===== config.mk =====
export PLATFORM = sky130hd
export DESIGN_NAME = fsr_sequencer
export DESIGN_NICKNAME = d
export VERILOG_FILES = /design/src/inc/fsr_pkg.sv /design/src/logic/fsr_sequencer.sv
export SDC_FILE = /design/constraint.sdc
export NUM_CORES = 1
export LEC_CHECK = 0
export BUFFER_PORTS_ARGS = -buffer_cell sky130_fd_sc_hd__buf_2
export CAP_MARGIN = 25
export CORE_ASPECT_RATIO = 1.75
export CORE_MARGIN = 1
export CORE_UTILIZATION = 46
export CTS_BUF_LIST = sky130_fd_sc_hd__clkbuf_2 sky130_fd_sc_hd__clkbuf_4 sky130_fd_sc_hd__clkbuf_8
export DETAILED_ROUTE_END_ITERATION = 8
export PLACE_DENSITY = 0.71
export SYNTH_ARGS = -nofsm -noshare
export SYNTH_HDL_FRONTEND = slang
export SYNTH_SLANG_ARGS = --single-unit

===== constraint.sdc =====
create_clock -name core_clk -period 2.01 [get_ports core_clk]
set_input_delay 0.603 -clock core_clk [delete_from_list [all_inputs] [get_ports core_clk]]
set_output_delay 0.603 -clock core_clk [all_outputs]
set_load 0.05 [all_outputs]

===== src/inc/fsr_pkg.sv =====
// Package for the flash suspend/resume sequencer and read configuration
package fsr_pkg;

	// Command codes
	localparam logic [7:0] FSR_CMD_READ_ARRAY   = 8'hFF;
	localparam logic [7:0] FSR_CMD_READ_ID      = 8'h90;
	localparam logic [7:0] FSR_CMD_READ_STATUS  = 8'h70;
	localparam logic [7:0] FSR_CMD_CLEAR_STATUS = 8'h50;
	localparam logic [7:0] FSR_CMD_ERASE_SETUP  = 8'h20;
	localparam logic [7:0] FSR_CMD_CONFIRM      = 8'hD0;
	localparam logic [7:0] FSR_CMD_PROG_SETUP   = 8'h40;
	localparam logic [7:0] FSR_CMD_PROG_ALT     = 8'h10;
	localparam logic [7:0] FSR_CMD_SUSPEND      = 8'hB0;
	localparam logic [7:0] FSR_CMD_CONFIG_SETUP = 8'h60;
	localparam logic [7:0] FSR_CMD_CONFIG_SET   = 8'h03;

	// Status bit positions
	localparam int FSR_SR_READY     = 7;
	localparam int FSR_SR_ERASE_SUS = 6;
	localparam int FSR_SR_ERASE_ERR = 5;
	localparam int FSR_SR_PROG_ERR  = 4;
	localparam int FSR_SR_PROG_SUS  = 2;

	// Read configuration field positions
	localparam int FSR_RC_MODE  = 15;
	localparam int FSR_RC_LAT_H = 13;
	localparam int FSR_RC_LAT_L = 11;
	localparam int FSR_RC_HOLD  = 9;
	localparam int FSR_RC_WAIT  = 8;
	localparam int FSR_RC_ORDER = 7;
	localparam int FSR_RC_EDGE  = 6;
	localparam int FSR_RC_BL_H  = 2;

	// Reset value: page mode, latency code 2, four words
	localparam logic [15:0] FSR_RC_RESET    = 16'h9001;
	localparam logic [15:0] FSR_RC_WMASK    = 16'hBBC7;
	localparam logic [2:0]  FSR_LAT_RESVD   = 3'h1;
	localparam logic [2:0]  FSR_BL_FOUR     = 3'h1;
	localparam logic [2:0]  FSR_BL_EIGHT    = 3'h2;
	localparam logic [2:0]  FSR_BL_CONT     = 3'h7;
	localparam logic [15:0] FSR_ERASE_TICKS = 16'h0040;
	localparam logic [15:0] FSR_PROG_TICKS  = 16'h0010;
	localparam logic [3:0]  FSR_SUS_LAT     = 4'h3;

	typedef enum logic [1:0] {FSR_RD_ARRAY, FSR_RD_STATUS, FSR_RD_ID} fsr_read_t;

	// Decoded read configuration
	typedef struct packed {
		logic       read_mode_select;
		logic [2:0] latency_code;
		logic       output_hold_select;
		logic       wait_timing_select;
		logic       burst_order_select;
		logic       clock_edge_select;
		logic [3:0] burst_words;
		logic       burst_continuous;
	} fsr_cfg_t;

	// Command write from the host bus
	typedef struct packed {
		logic        valid;
		logic [7:0]  data;
		logic [15:0] addr;
		logic [3:0]  block;
	} fsr_cmd_t;

endpackage : fsr_pkg


===== src/logic/fsr_sequencer.sv =====
// Command sequencer with erase/program suspend-resume and read configuration register
`timescale 1ns/1ps

module fsr_sequencer
	import fsr_pkg::*;
#(
	parameter logic [15:0] ERASE_TICKS = FSR_ERASE_TICKS,
	parameter logic [15:0] PROG_TICKS  = FSR_PROG_TICKS
)(
	// Clock and reset
	input  wire logic      core_clk,
	input  wire logic      rst_n,
	// Command write port
	input  wire fsr_cmd_t  cmd_in,
	// Read access
	input  wire logic [3:0] rd_block,
	input  wire logic       rd_main_block,
	// Status and mode
	output fsr_read_t      read_source,
	output logic [7:0]     status_reg,
	output logic           array_read_ok,
	output logic           burst_read_en,
	output logic [15:0]    read_config_reg,
	output fsr_cfg_t       read_cfg,
	output logic [3:0]     erase_block,
	output logic [3:0]     prog_block
);

	typedef enum logic [3:0] {
		ST_IDLE, ST_ERASE_CONF, ST_PROG_DATA, ST_CFG_DATA,
		ST_ERASE, ST_ERASE_SUSING, ST_ERASE_SUS,
		ST_PROG, ST_PROG_SUSING, ST_PROG_SUS
	} fsr_state_t;

	logic rst_s1_r;
	logic rst_sync_n;

	// Reset release through two flops
	always_ff @(posedge core_clk or negedge rst_n)
	begin
		if (!rst_n)
		begin
			rst_s1_r   <= 1'b0;
			rst_sync_n <= 1'b0;
		end
		else
		begin
			rst_s1_r   <= 1'b1;
			rst_sync_n <= rst_s1_r;
		end
	end

	fsr_state_t  state_r, state_nxt;
	logic        nested_r, nested_nxt;
	logic        in_esus_r, in_esus_nxt;
	logic [15:0] erase_cnt_r, erase_cnt_nxt;
	logic [15:0] prog_cnt_r, prog_cnt_nxt;
	logic [3:0]  lat_r, lat_nxt;
	logic [3:0]  eblk_r, eblk_nxt;
	logic [3:0]  pblk_r, pblk_nxt;
	logic [1:0]  err_r, err_nxt;
	logic [15:0] rcr_r, rcr_nxt;
	fsr_read_t   src_r, src_nxt;
	logic        aok_r, aok_nxt;

	function automatic logic is_prog_setup(input logic [7:0] d);
		is_prog_setup = (d == FSR_CMD_PROG_SETUP) || (d == FSR_CMD_PROG_ALT);
	endfunction : is_prog_setup

	function automatic logic [3:0] burst_words(input logic [15:0] rc);
		if (rc[FSR_RC_MODE] || rc[FSR_RC_BL_H:0] == FSR_BL_FOUR)
			burst_words = 4'h4;
		else if (rc[FSR_RC_BL_H:0] == FSR_BL_EIGHT)
			burst_words = 4'h8;
		else
			burst_words = 4'h0;
	endfunction : burst_words

	function automatic fsr_cfg_t decode_cfg(input logic [15:0] rc);
		fsr_cfg_t d;
		d.read_mode_select   = rc[FSR_RC_MODE];
		d.latency_code       = rc[FSR_RC_LAT_H:FSR_RC_LAT_L];
		d.output_hold_select = rc[FSR_RC_HOLD];
		d.wait_timing_select = rc[FSR_RC_WAIT];
		d.burst_order_select = rc[FSR_RC_ORDER];
		d.clock_edge_select  = rc[FSR_RC_EDGE];
		d.burst_words        = burst_words(rc);
		d.burst_continuous   = !rc[FSR_RC_MODE] && rc[FSR_RC_BL_H:0] == FSR_BL_CONT;
		decode_cfg = d;
	endfunction : decode_cfg

	// Decoded fields are registered as well, so the struct output comes from flops
	localparam fsr_cfg_t CFG_RESET = decode_cfg(FSR_RC_RESET);

	logic c_valid;
	logic [7:0] c_data;
	assign c_valid = cmd_in.valid;
	assign c_data  = cmd_in.data;

	always_comb
	begin
		state_nxt     = state_r;
		nested_nxt    = nested_r;
		in_esus_nxt   = in_esus_r;
		erase_cnt_nxt = erase_cnt_r;
		prog_cnt_nxt  = prog_cnt_r;
		lat_nxt       = lat_r;
		eblk_nxt      = eblk_r;
		pblk_nxt      = pblk_r;
		err_nxt       = err_r;
		rcr_nxt       = rcr_r;
		src_nxt       = src_r;
		unique case (state_r)
			ST_IDLE:
			begin
				if (c_valid)
				begin
					if (in_esus_r)
					begin
						// Erase-suspend command set
						if (c_data == FSR_CMD_READ_ARRAY)
							src_nxt = FSR_RD_ARRAY;
						else if (c_data == FSR_CMD_READ_STATUS)
							src_nxt = FSR_RD_STATUS;
						else if (is_prog_setup(c_data))
							state_nxt = ST_PROG_DATA;
						else if (c_data == FSR_CMD_CONFIRM)
						begin
							// Resume clears suspended and ready bits
							in_esus_nxt = 1'b0;
							lat_nxt     = 4'h0;
							state_nxt   = ST_ERASE;
							src_nxt     = FSR_RD_STATUS;
						end
						else if (c_data != FSR_CMD_SUSPEND)
						begin
							// Improper sequence, erase stays suspended
							err_nxt = 2'b11;
							src_nxt = FSR_RD_STATUS;
						end
					end
					else if (c_data == FSR_CMD_READ_ARRAY)
						src_nxt = FSR_RD_ARRAY;
					else if (c_data == FSR_CMD_READ_STATUS)
						src_nxt = FSR_RD_STATUS;
					else if (c_data == FSR_CMD_READ_ID)
						src_nxt = FSR_RD_ID;
					else if (c_data == FSR_CMD_CLEAR_STATUS)
					begin
						err_nxt = 2'b00;
						src_nxt = FSR_RD_ARRAY;
					end
					else if (c_data == FSR_CMD_ERASE_SETUP)
						state_nxt = ST_ERASE_CONF;
					else if (is_prog_setup(c_data))
						state_nxt = ST_PROG_DATA;
					else if (c_data == FSR_CMD_CONFIG_SETUP)
						state_nxt = ST_CFG_DATA;
				end
			end
			ST_ERASE_CONF:
			begin
				if (c_valid)
				begin
					src_nxt = FSR_RD_STATUS;
					if (c_data == FSR_CMD_CONFIRM)
					begin
						eblk_nxt      = cmd_in.block;
						erase_cnt_nxt = ERASE_TICKS;
						state_nxt     = ST_ERASE;
					end
					else
					begin
						err_nxt   = 2'b11;
						state_nxt = ST_IDLE;
					end
				end
			end
			ST_PROG_DATA:
			begin
				if (c_valid)
				begin
					src_nxt = FSR_RD_STATUS;
					if (in_esus_r && cmd_in.block == eblk_r)
					begin
						// Program into the suspended block is refused
						err_nxt   = 2'b11;
						state_nxt = ST_IDLE;
					end
					else
					begin
						pblk_nxt     = cmd_in.block;
						prog_cnt_nxt = PROG_TICKS;
						nested_nxt   = in_esus_r;
						state_nxt    = ST_PROG;
					end
				end
			end
			ST_CFG_DATA:
			begin
				if (c_valid)
				begin
					if (c_data == FSR_CMD_CONFIG_SET)
						rcr_nxt = cmd_in.addr & FSR_RC_WMASK;
					else
						err_nxt = 2'b11;
					src_nxt   = FSR_RD_ARRAY;
					state_nxt = ST_IDLE;
				end
			end
			ST_ERASE:
			begin
				if (c_valid && c_data == FSR_CMD_SUSPEND)
				begin
					lat_nxt   = FSR_SUS_LAT;
					state_nxt = ST_ERASE_SUSING;
					src_nxt   = FSR_RD_STATUS;
				end
				else if (erase_cnt_r == 16'h0000)
					state_nxt = ST_IDLE;
				else
					erase_cnt_nxt = erase_cnt_r - 16'h0001;
			end
			ST_ERASE_SUSING:
			begin
				if (lat_r == 4'h0)
				begin
					in_esus_nxt = 1'b1;
					state_nxt   = ST_IDLE;
				end
				else
					lat_nxt = lat_r - 4'h1;
			end
			ST_PROG:
			begin
				if (c_valid && c_data == FSR_CMD_SUSPEND)
				begin
					lat_nxt   = FSR_SUS_LAT;
					state_nxt = ST_PROG_SUSING;
					src_nxt   = FSR_RD_STATUS;
				end
				else if (prog_cnt_r == 16'h0000)
				begin
					nested_nxt = 1'b0;
					state_nxt  = ST_IDLE; // back to erase suspend if nested
				end
				else
					prog_cnt_nxt = prog_cnt_r - 16'h0001;
			end
			ST_PROG_SUSING:
			begin
				if (lat_r == 4'h0)
					state_nxt = ST_PROG_SUS;
				else
					lat_nxt = lat_r - 4'h1;
			end
			ST_PROG_SUS:
			begin
				if (c_valid)
				begin
					// Program-suspend command set
					if (c_data == FSR_CMD_READ_ARRAY)
						src_nxt = FSR_RD_ARRAY;
					else if (c_data == FSR_CMD_READ_STATUS)
						src_nxt = FSR_RD_STATUS;
					else if (c_data == FSR_CMD_CONFIRM)
					begin
						state_nxt = ST_PROG;
						src_nxt   = FSR_RD_STATUS;
					end
					else
					begin
						err_nxt = 2'b11;
						src_nxt = FSR_RD_STATUS;
					end
				end
			end
			default:
				state_nxt = ST_IDLE;
		endcase
	end

	// Outputs are derived from next state so they stay registered
	logic [7:0] sr_nxt;
	logic       busy_nxt;
	logic       burst_nxt;
	fsr_cfg_t   cfg_nxt;
	always_comb
	begin
		busy_nxt = (state_nxt == ST_ERASE) || (state_nxt == ST_ERASE_SUSING) ||
		           (state_nxt == ST_PROG) || (state_nxt == ST_PROG_SUSING);
		sr_nxt = 8'h00;
		sr_nxt[FSR_SR_READY]     = !busy_nxt;
		sr_nxt[FSR_SR_ERASE_SUS] = in_esus_nxt;
		sr_nxt[FSR_SR_PROG_SUS]  = (state_nxt == ST_PROG_SUS);
		sr_nxt[FSR_SR_ERASE_ERR] = err_nxt[1];
		sr_nxt[FSR_SR_PROG_ERR]  = err_nxt[0];
		// Suspended block is excluded from array reads
		aok_nxt = (src_nxt == FSR_RD_ARRAY) && !busy_nxt &&
		          !(in_esus_nxt && rd_block == eblk_nxt) &&
		          !((state_nxt == ST_PROG_SUS) && rd_block == pblk_nxt);
		// Burst only for main-block array reads
		burst_nxt = !rcr_nxt[FSR_RC_MODE] && aok_nxt && rd_main_block;
		cfg_nxt   = decode_cfg(rcr_nxt);
	end

	logic [7:0] sr_r;
	logic       burst_r;
	fsr_cfg_t   cfg_r;
	always_ff @(posedge core_clk or negedge rst_sync_n)
	begin
		if (!rst_sync_n)
		begin
			state_r     <= ST_IDLE;
			nested_r    <= 1'b0;
			in_esus_r   <= 1'b0;
			erase_cnt_r <= 16'h0000;
			prog_cnt_r  <= 16'h0000;
			lat_r       <= 4'h0;
			eblk_r      <= 4'h0;
			pblk_r      <= 4'h0;
			err_r       <= 2'b00;
			rcr_r       <= FSR_RC_RESET;
			src_r       <= FSR_RD_ARRAY;
			aok_r       <= 1'b0;
			sr_r        <= 8'h80;
			burst_r     <= 1'b0;
			cfg_r       <= CFG_RESET;
		end
		else
		begin
			state_r     <= state_nxt;
			nested_r    <= nested_nxt;
			in_esus_r   <= in_esus_nxt;
			erase_cnt_r <= erase_cnt_nxt;
			prog_cnt_r  <= prog_cnt_nxt;
			lat_r       <= lat_nxt;
			eblk_r      <= eblk_nxt;
			pblk_r      <= pblk_nxt;
			err_r       <= err_nxt;
			rcr_r       <= rcr_nxt;
			src_r       <= src_nxt;
			aok_r       <= aok_nxt;
			sr_r        <= sr_nxt;
			burst_r     <= burst_nxt;
			cfg_r       <= cfg_nxt;
		end
	end

	assign read_source     = src_r;
	assign status_reg      = sr_r;
	assign array_read_ok   = aok_r;
	assign burst_read_en   = burst_r;
	assign read_config_reg = rcr_r;
	assign erase_block     = eblk_r;
	assign prog_block      = pblk_r;
	assign read_cfg        = cfg_r;

	a_erase_sus_flags: assert property (@(posedge core_clk) disable iff (!rst_sync_n)
		(state_r == ST_ERASE_SUSING && lat_r == 4'h0) |=> (sr_r[7] && sr_r[6]))
		else $error("erase suspend flags not set");
	a_erase_resume: assert property (@(posedge core_clk) disable iff (!rst_sync_n)
		(state_r == ST_IDLE && in_esus_r && c_valid && c_data == FSR_CMD_CONFIRM)
		|=> (!sr_r[7] && !sr_r[6] && src_r == FSR_RD_STATUS))
		else $error("erase resume wrong");
	a_prog_sus_flags: assert property (@(posedge core_clk) disable iff (!rst_sync_n)
		(state_r == ST_PROG_SUS) |-> (sr_r[7] && sr_r[2]))
		else $error("program suspend flags wrong");
	a_prog_resume: assert property (@(posedge core_clk) disable iff (!rst_sync_n)
		(state_r == ST_PROG_SUS && c_valid && c_data == FSR_CMD_CONFIRM) |=> (!sr_r[7] && !sr_r[2]))
		else $error("program resume wrong");
	a_esus_sticky: assert property (@(posedge core_clk) disable iff (!rst_sync_n)
		(in_esus_r && !(state_r == ST_IDLE && c_valid && c_data == FSR_CMD_CONFIRM)) |=> in_esus_r)
		else $error("erase suspend dropped");
	a_nested_hold: assert property (@(posedge core_clk) disable iff (!rst_sync_n)
		nested_r |-> (state_r != ST_ERASE && state_r != ST_ERASE_SUSING))
		else $error("erase resumed during program");
	a_status_after: assert property (@(posedge core_clk) disable iff (!rst_sync_n)
		(state_r == ST_ERASE && c_valid && c_data == FSR_CMD_SUSPEND) |=> (src_r == FSR_RD_STATUS) [*3])
		else $error("status not shown");
	a_burst_main: assert property (@(posedge core_clk) disable iff (!rst_sync_n)
		burst_r |-> (src_r == FSR_RD_ARRAY && !rcr_r[FSR_RC_MODE]))
		else $error("burst on wrong read");
	a_ready_busy: assert property (@(posedge core_clk) disable iff (!rst_sync_n)
		(state_r == ST_ERASE || state_r == ST_PROG) |-> !sr_r[7])
		else $error("ready while busy");

	c_nested: cover property (@(posedge core_clk) nested_r && state_r == ST_PROG_SUS);
	c_erase_sus: cover property (@(posedge core_clk) state_r == ST_IDLE && in_esus_r);
	c_cfg_write: cover property (@(posedge core_clk) state_r == ST_CFG_DATA && c_valid);

endmodule : fsr_sequencer


### Yosys cells after proc, flatten, opt, wreduce, memory -nomap -nowiden

Index checks and enable logic that the tools add are counted.

| cells by class | value |
|---|---|
| add/subtract/negate cells | 3 |
| reduce and logical (&&, ||, !) cells | 33 |
| equal/unequal tests | 47 |
| muxes and demuxes | 105 |

Operators with widths:

| kind | count |
|---|---|
| $mux W16 | 11 |
| $mux W4 | 42 |
| $mux W2 | 35 |
| $pmux W16 S2 | 2 |
| $pmux W4 S9 | 1 |
| $eq A8 B7 Y1 const B | 4 |
| $eq A8 B8 Y1 const B | 4 |
| $logic_not A16 Y1 | 2 |
| $sub A16 B1 Y16 const B | 2 |
| $ne A2 B2 Y1 const B | 15 |
| $eq A4 B3 Y1 const B | 6 |
| $pmux W2 S5 | 2 |
| $eq A4 B4 Y1 const B | 4 |
| $eq A4 B4 Y1 | 3 |
| $pmux W4 S3 | 1 |
| $logic_and A1 B1 Y1 | 10 |
| $reduce_and A5 Y1 | 2 |
| $reduce_and A9 Y1 | 1 |
| $eq A4 B2 Y1 const B | 2 |
| $eq A8 B2 Y1 const B | 1 |
| $eq A8 B5 Y1 const B | 1 |
| $eq A8 B6 Y1 const B | 1 |
| $logic_not A4 Y1 | 2 |
| $mux W1 | 8 |
| other kinds (15) | 26 |

| storage, ports and cells | value |
|---|---|
| word-level logic and storage cells | 211 |
| output and inout port bits | 49 |
| bits in registers | 86 |

### Logic depth before layout (Yosys ltp)

| logic depth | value |
|---|---|
| depth after elaboration | 21 |
| mapped depth | 9 |

### Worst setup path after synthesis

Ideal clock, no wire load.

| timing path | value |
|---|---|
| path kind | input -> register |
| start | input port cmd_in[23] in the netlist's numbering |
| end | register burst_r, in the netlist burst_read_en |
| slack | -0.945 ns |
| path buffers | 1 |
| arrival time | 2.818 ns |
| library setup time | 0.137 ns |
| cell stages on the path | 7 |
| path through | or4_1 > buf_2 > nor4_4 > mux2_2 > xor2_1 > o41ai_1 > nor3_2 |

| on the way | value |
|---|---|
| elaborated cells on any way between the ends | 85 |

RTL lines:

| what | RTL line | source |
|---|---|---|
| start, declared | fsr_sequencer.sv:14 | `input wire fsr_cmd_t cmd_in,` |
| $eq A8 B8 Y1 | fsr_sequencer.sv:166 | `if (c_data == FSR_CMD_CONFIRM)` |
| $mux W4 | fsr_sequencer.sv:166 |  |
| $mux W4 | fsr_sequencer.sv:163 | `if (c_valid)` |
| $mux W4 | fsr_sequencer.sv:113 | `unique case (state_r)` |
| via eblk_nxt[0] | fsr_sequencer.sv:59 | `logic [3:0] eblk_r, eblk_nxt;` |
| $eq A4 B4 Y1 | fsr_sequencer.sv:300 | `!(in_esus_nxt && rd_block == eblk_nxt) &&` |
| $logic_and A1 B1 Y1 | fsr_sequencer.sv:300 |  |
| $logic_not A1 Y1 | fsr_sequencer.sv:300 |  |
| $logic_and A1 B1 Y1 | fsr_sequencer.sv:299 | `aok_nxt = (src_nxt == FSR_RD_ARRAY) && !busy_nxt &&` |
| $logic_and A1 B1 Y1 | fsr_sequencer.sv:300 |  |
| $logic_and A1 B1 Y1 (2 in a row) | fsr_sequencer.sv:303 | `burst_nxt = !rcr_nxt[FSR_RC_MODE] && aok_nxt && rd_main_block;` |
| via burst_nxt | fsr_sequencer.sv:286 | `logic burst_nxt;` |
| end signal, assigned | fsr_sequencer.sv:345 | `burst_r <= burst_nxt;` |
| end, declared | fsr_sequencer.sv:308 | `logic burst_r;` |

The timed path passes the listed nets, and every way through them passes these cells.
A chain may end at the register's enable or synchronous reset.

### Worst setup path after layout

| timing path | value |
|---|---|
| start | register prog_cnt_r[2] |
| end | register burst_r, in the netlist burst_read_en |

| on the way | value |
|---|---|
| longest elaborated chain between the ends | 14 |
| elaborated cells on any way between the ends | 20 |

RTL lines:

| what | RTL line | source |
|---|---|---|
| start, declared | fsr_sequencer.sv:57 | `logic [15:0] prog_cnt_r, prog_cnt_nxt;` |
| start signal, assigned | fsr_sequencer.sv:336 | `prog_cnt_r <= prog_cnt_nxt;` |
| $logic_not A16 Y1 * | fsr_sequencer.sv:242 | `else if (prog_cnt_r == 16'h0000)` |
| $mux W4 * | fsr_sequencer.sv:242 |  |
| $mux W4 * | fsr_sequencer.sv:236 | `if (c_valid && c_data == FSR_CMD_SUSPEND)` |
| $pmux W4 S9 * | fsr_sequencer.sv:113 |  |
| $eq A4 B3 Y1 | fsr_sequencer.sv:290 | `busy_nxt = (state_nxt == ST_ERASE) \|\| (state_nxt == ST_ERASE_SUSING) \|\|` |
| $logic_or A1 B1 Y1 (2 in a row) | fsr_sequencer.sv:290 |  |
| $logic_or A1 B1 Y1 * | fsr_sequencer.sv:291 | `(state_nxt == ST_PROG) \|\| (state_nxt == ST_PROG_SUSING);` |
| $logic_not A1 Y1 * | - |  |
| via sr_nxt[7] | fsr_sequencer.sv:284 | `logic [7:0] sr_nxt;` |
| $logic_and A1 B1 Y1 * (2 in a row) | fsr_sequencer.sv:299 |  |
| $logic_and A1 B1 Y1 * | fsr_sequencer.sv:300 |  |
| $logic_and A1 B1 Y1 * (2 in a row) | fsr_sequencer.sv:303 |  |
| via burst_nxt | fsr_sequencer.sv:286 |  |

Mark *: on every way through the listed nets, which the timed path passes. The rest lies on a longest branch.

==> flow_summary_export.csv <==
group,metric,value,unit
final_layout,drive_gt1_frac,0.540,
sta,tightest_slew,0.597,ns
place,post-place-ws,-0.849,ns
power,ir_drop,0.783,mV
power,p_comb_frac,0.583,
critical_path,reg2reg_to,"burst_read_en$_DFF_PN0_",
synth,synth_seq_cells,73,
critical_path,ff2ff_path_depth,7,
sta,rsz0062_at_grt,"yes",
critical_path,crit_path_max_fanout,2,
global_routing,grt_util_all_layers,0.303,
global_routing,grt.overflow.total,0,
synth,synthCells,457,
power,switching_share,0.428,
global_routing,use_met3,0.0602,
floorplan,fp-row-count,46,
detailed_routing,dr.pass1.iters,5,
clock_network,clk_latency,0.36,ns
synth,synth_warnings,0,
clock_network,cts_buffers,9,
synth,syn_avg_cell_area,9.46,sq um
clock_network,clock_sinks,73,
detailed_routing,drc_errors,0,
synth,synth_area_leaders,"dfrtp_1 (39%), mux2_2 (4.7%), xnor2_1 (4.5%)",
power,power,8070,uW
critical_path,r2r_start,"prog_cnt_r[2]$_DFFE_PN0P_",
detailed_routing,avgRoutedWirePerCell,20.3,um
place,io_buffers,69,
global_routing,grt.met1_usage,0.311,
clock_network,clkTransAtPathRegs,0.07,ns
floorplan,die-height,130,um
floorplan,die_area,9800,sq um
final_layout,layout.cells.non_filler,815,
synth,async_flop_share,1.00,
power,powerDensity,1160,nW/um^2
floorplan,die_x,75.3,um
critical_path,cp.required,2.29,ns
hold_path,hold_class,"in2async",
sta,timing.fmax,355,MHz
critical_path,arrival,3.09,ns
floorplan,start_util,0.475,
synth,yosysTopAreaCell,"dfrtp_1",
power,p_leak,0.00327,uW
clock_network,cts_tree,"yes",
place,dp_hpwl,9520,um
power,p_int,4620,uW
final_layout,final_cell_mix,"buf_4 (142), dfrtp_1 (66), buf_2 (65), nor2_1 (40), buf_6 (36)",
critical_path,rrSetupSlack,-0.81,ns
detailed_routing,drtIter0Drc,419,
outcome,status,"complete, but fails checks",
synth,synth-edff-count,0,
sta,post-route-min-period,2.82,ns
detailed_routing,routed_via_density,5.95,
global_routing,groute.layer.met2.usage,0.535,
clock_network,cts_max_path_buffers,2,
floorplan,core,9090,sq um
floorplan,pin_count,85,
global_routing,busiest_layer,"met2",
final_layout,multi_input_area,2770,sq um
sta,hold_viol,0,
clock_network,ctsHoldBuffers,0,
sta,finalWorstSetupSlack,-0.806,ns
detailed_routing,wirelength,16600,um
synth,ys_seq_area_frac,0.424,
critical_path,criticalPathCategory,"reg2reg",
sta,maxSlewViolCount,0,
place,gp_congestion,0.908,
place,numPlacedInstances,756,
sta,period_share,1.40,
outcome,violations,"setup timing",
synth,synth_cell_type_count,68,
final_layout,seqCellArea,1840,sq um
global_routing,antenna_found_initial,0,
job,cap_violations,0,
global_routing,grt_max_degree,61,
sta,finalClockSkew,0.00649,ns
clock_network,clockRootBuffer,"clkbuf_8",
critical_path,start_kind,"register",
global_routing,grt_pass1_vias,4688,
global_routing,grt_pass1_wl,22000,um
power,p_clk_frac,0.146,
detailed_routing,num_vias,4850,
clock_network,cts_max_level,3,
synth,synth_top_flop_cell,"dfrtp_1",
final_layout,fill_cells,564,
synth,netlist_area,4320,sq um
sta,maxSlewHeadroom,0.598,
final_layout,final_common_cell,"buf_4",
detailed_routing,ant_nets,0,
power,p_sw,3450,uW
final_layout,antenna_cells,0,
critical_path,worstSetupEndpointType,"register",
final_layout,area_delta_synth_final,60.5,%
power,p_seq_frac,0.271,
final_layout,nNetsFinal,729,
synth,synth_top_area_share,0.394,
sta,setup_viol_count_final,62,
-- worst max-delay path: stages (launching register included) --
cell       delay, ns
dfrtp_1         0.40
or4_4           0.56
nand4bb_4       0.25
o311ai_4        0.26
or3b_4          0.43
nor4b_4         0.43
o41ai_4         0.20
nor3_2          0.21
-- cells in the mapped netlist, types with 4 or more instances --
cell type	n
a211oi_1	4
a21oi_1	19
a31oi_1	4
buf_4	19
clkbuf_1	15
dfrtp_1	68
dfstp_2	5
inv_1	19
mux2_2	18
mux2i_1	4
nand2_1	29
nand2b_1	9
nand3_1	14
nand3b_1	4
nand4_1	7
nor2_1	48
nor2b_1	7
nor3_1	11
nor4_1	16
o21ai_0	21
or3_1	6
or4_1	7
xnor2_1	22
xor2_1	19
-- cell type report --
cell class | instances | area share
Clock buffer | 11 | 0.0209
Timing Repair Buffer | 249 | 0.276
Sequential cell | 73 | 0.265
Tap cell | 120 | 0.0216
Multi-Input combinational cell | 338 | 0.399
Inverter | 19 | 0.0103
Clock inverter | 5 | 0.00793
-- how the worst max path moves through the flow --
stage                                         start                       to  slack [ns]  depth (start not counted)
final                     prog_cnt_r[2]$_DFFE_PN0P_  burst_read_en$_DFF_PN0_       -0.81                          7
after global routing      prog_cnt_r[2]$_DFFE_PN0P_  burst_read_en$_DFF_PN0_       -0.83                          7
after CTS                 prog_cnt_r[2]$_DFFE_PN0P_  burst_read_en$_DFF_PN0_       -0.54                          7
after detailed placement                 cmd_in[23]  burst_read_en$_DFF_PN0_       -0.85                          9
after global placement                   cmd_in[23]  burst_read_en$_DFF_PN0_       -0.81                          8
after floorplan                          cmd_in[23]  array_read_ok$_DFF_PN0_       -0.72                          8
-- cells by family (layout without fill, tap and decap cells) --
logic type      after synthesis  in the layout  share of synthesized area
simple gates                181            182                      0.236
compound gates               79             79                      0.125
flops                        73             73                      0.424
buf+inv                      56            284                     0.0654
xor+xnor                     41             41                     0.0831
mux                          22             22                     0.0561
fa+ha+maj                     3              3                    0.00868
other cells                   2             11                    0.00174
-- power groups by stage --
| stage | sequential, uW | combinational, uW | clock [uW] |
|---|---|---|---|
| 6_report | 2190 | 4710 | 1180 |
| 2_1_floorplan | 2570 | 1790 | 0 |
| 4_1_cts | 2140 | 3960 | 1180 |
| 3_5_place_dp | 2160 | 3690 | 0 |
| 3_3_place_gp | 2140 | 3580 | 0 |
| 5_1_grt | 2210 | 4950 | 1260 |
-- routing by layer --
layer / up-vias / wire, um / part of all wire
met2: 309 / 8790 / 0.53
li1: 2071 / - / -
met4: 0 / 1260 / 0.076
met3: 93 / 1100 / 0.067
met5: - / 0 / 0
met1: 2377 / 5410 / 0.33
-- through the flow --
| stage | instance area [sq um] | hold slack (ns) | TNS, ns | utilization |
|---|---|---|---|---|
| floorplan | 4540 | 0.307 | -16.24 | - |
| CTS | 6460 | 0.00850 | -15.77 | 0.710 |
| global placement | 5840 | 0.151 | -33.96 | 0.642 |
| detailed placement | 5840 | 0.158 | -36.31 | 0.642 |
| global route | 6940 | -0.00459 | -23.20 | 0.763 |
| finish | 6940 | 0.0120 | -19.82 | 0.763 |
-- what timing repair did --
action,in CTS,in global routing
gates cloned,0,2
gates resized for setup,68,74
buffers inserted,21,32
setup endpoints to repair,67,64
pin swaps,27,51
Power figures use the tool's default switching activity.
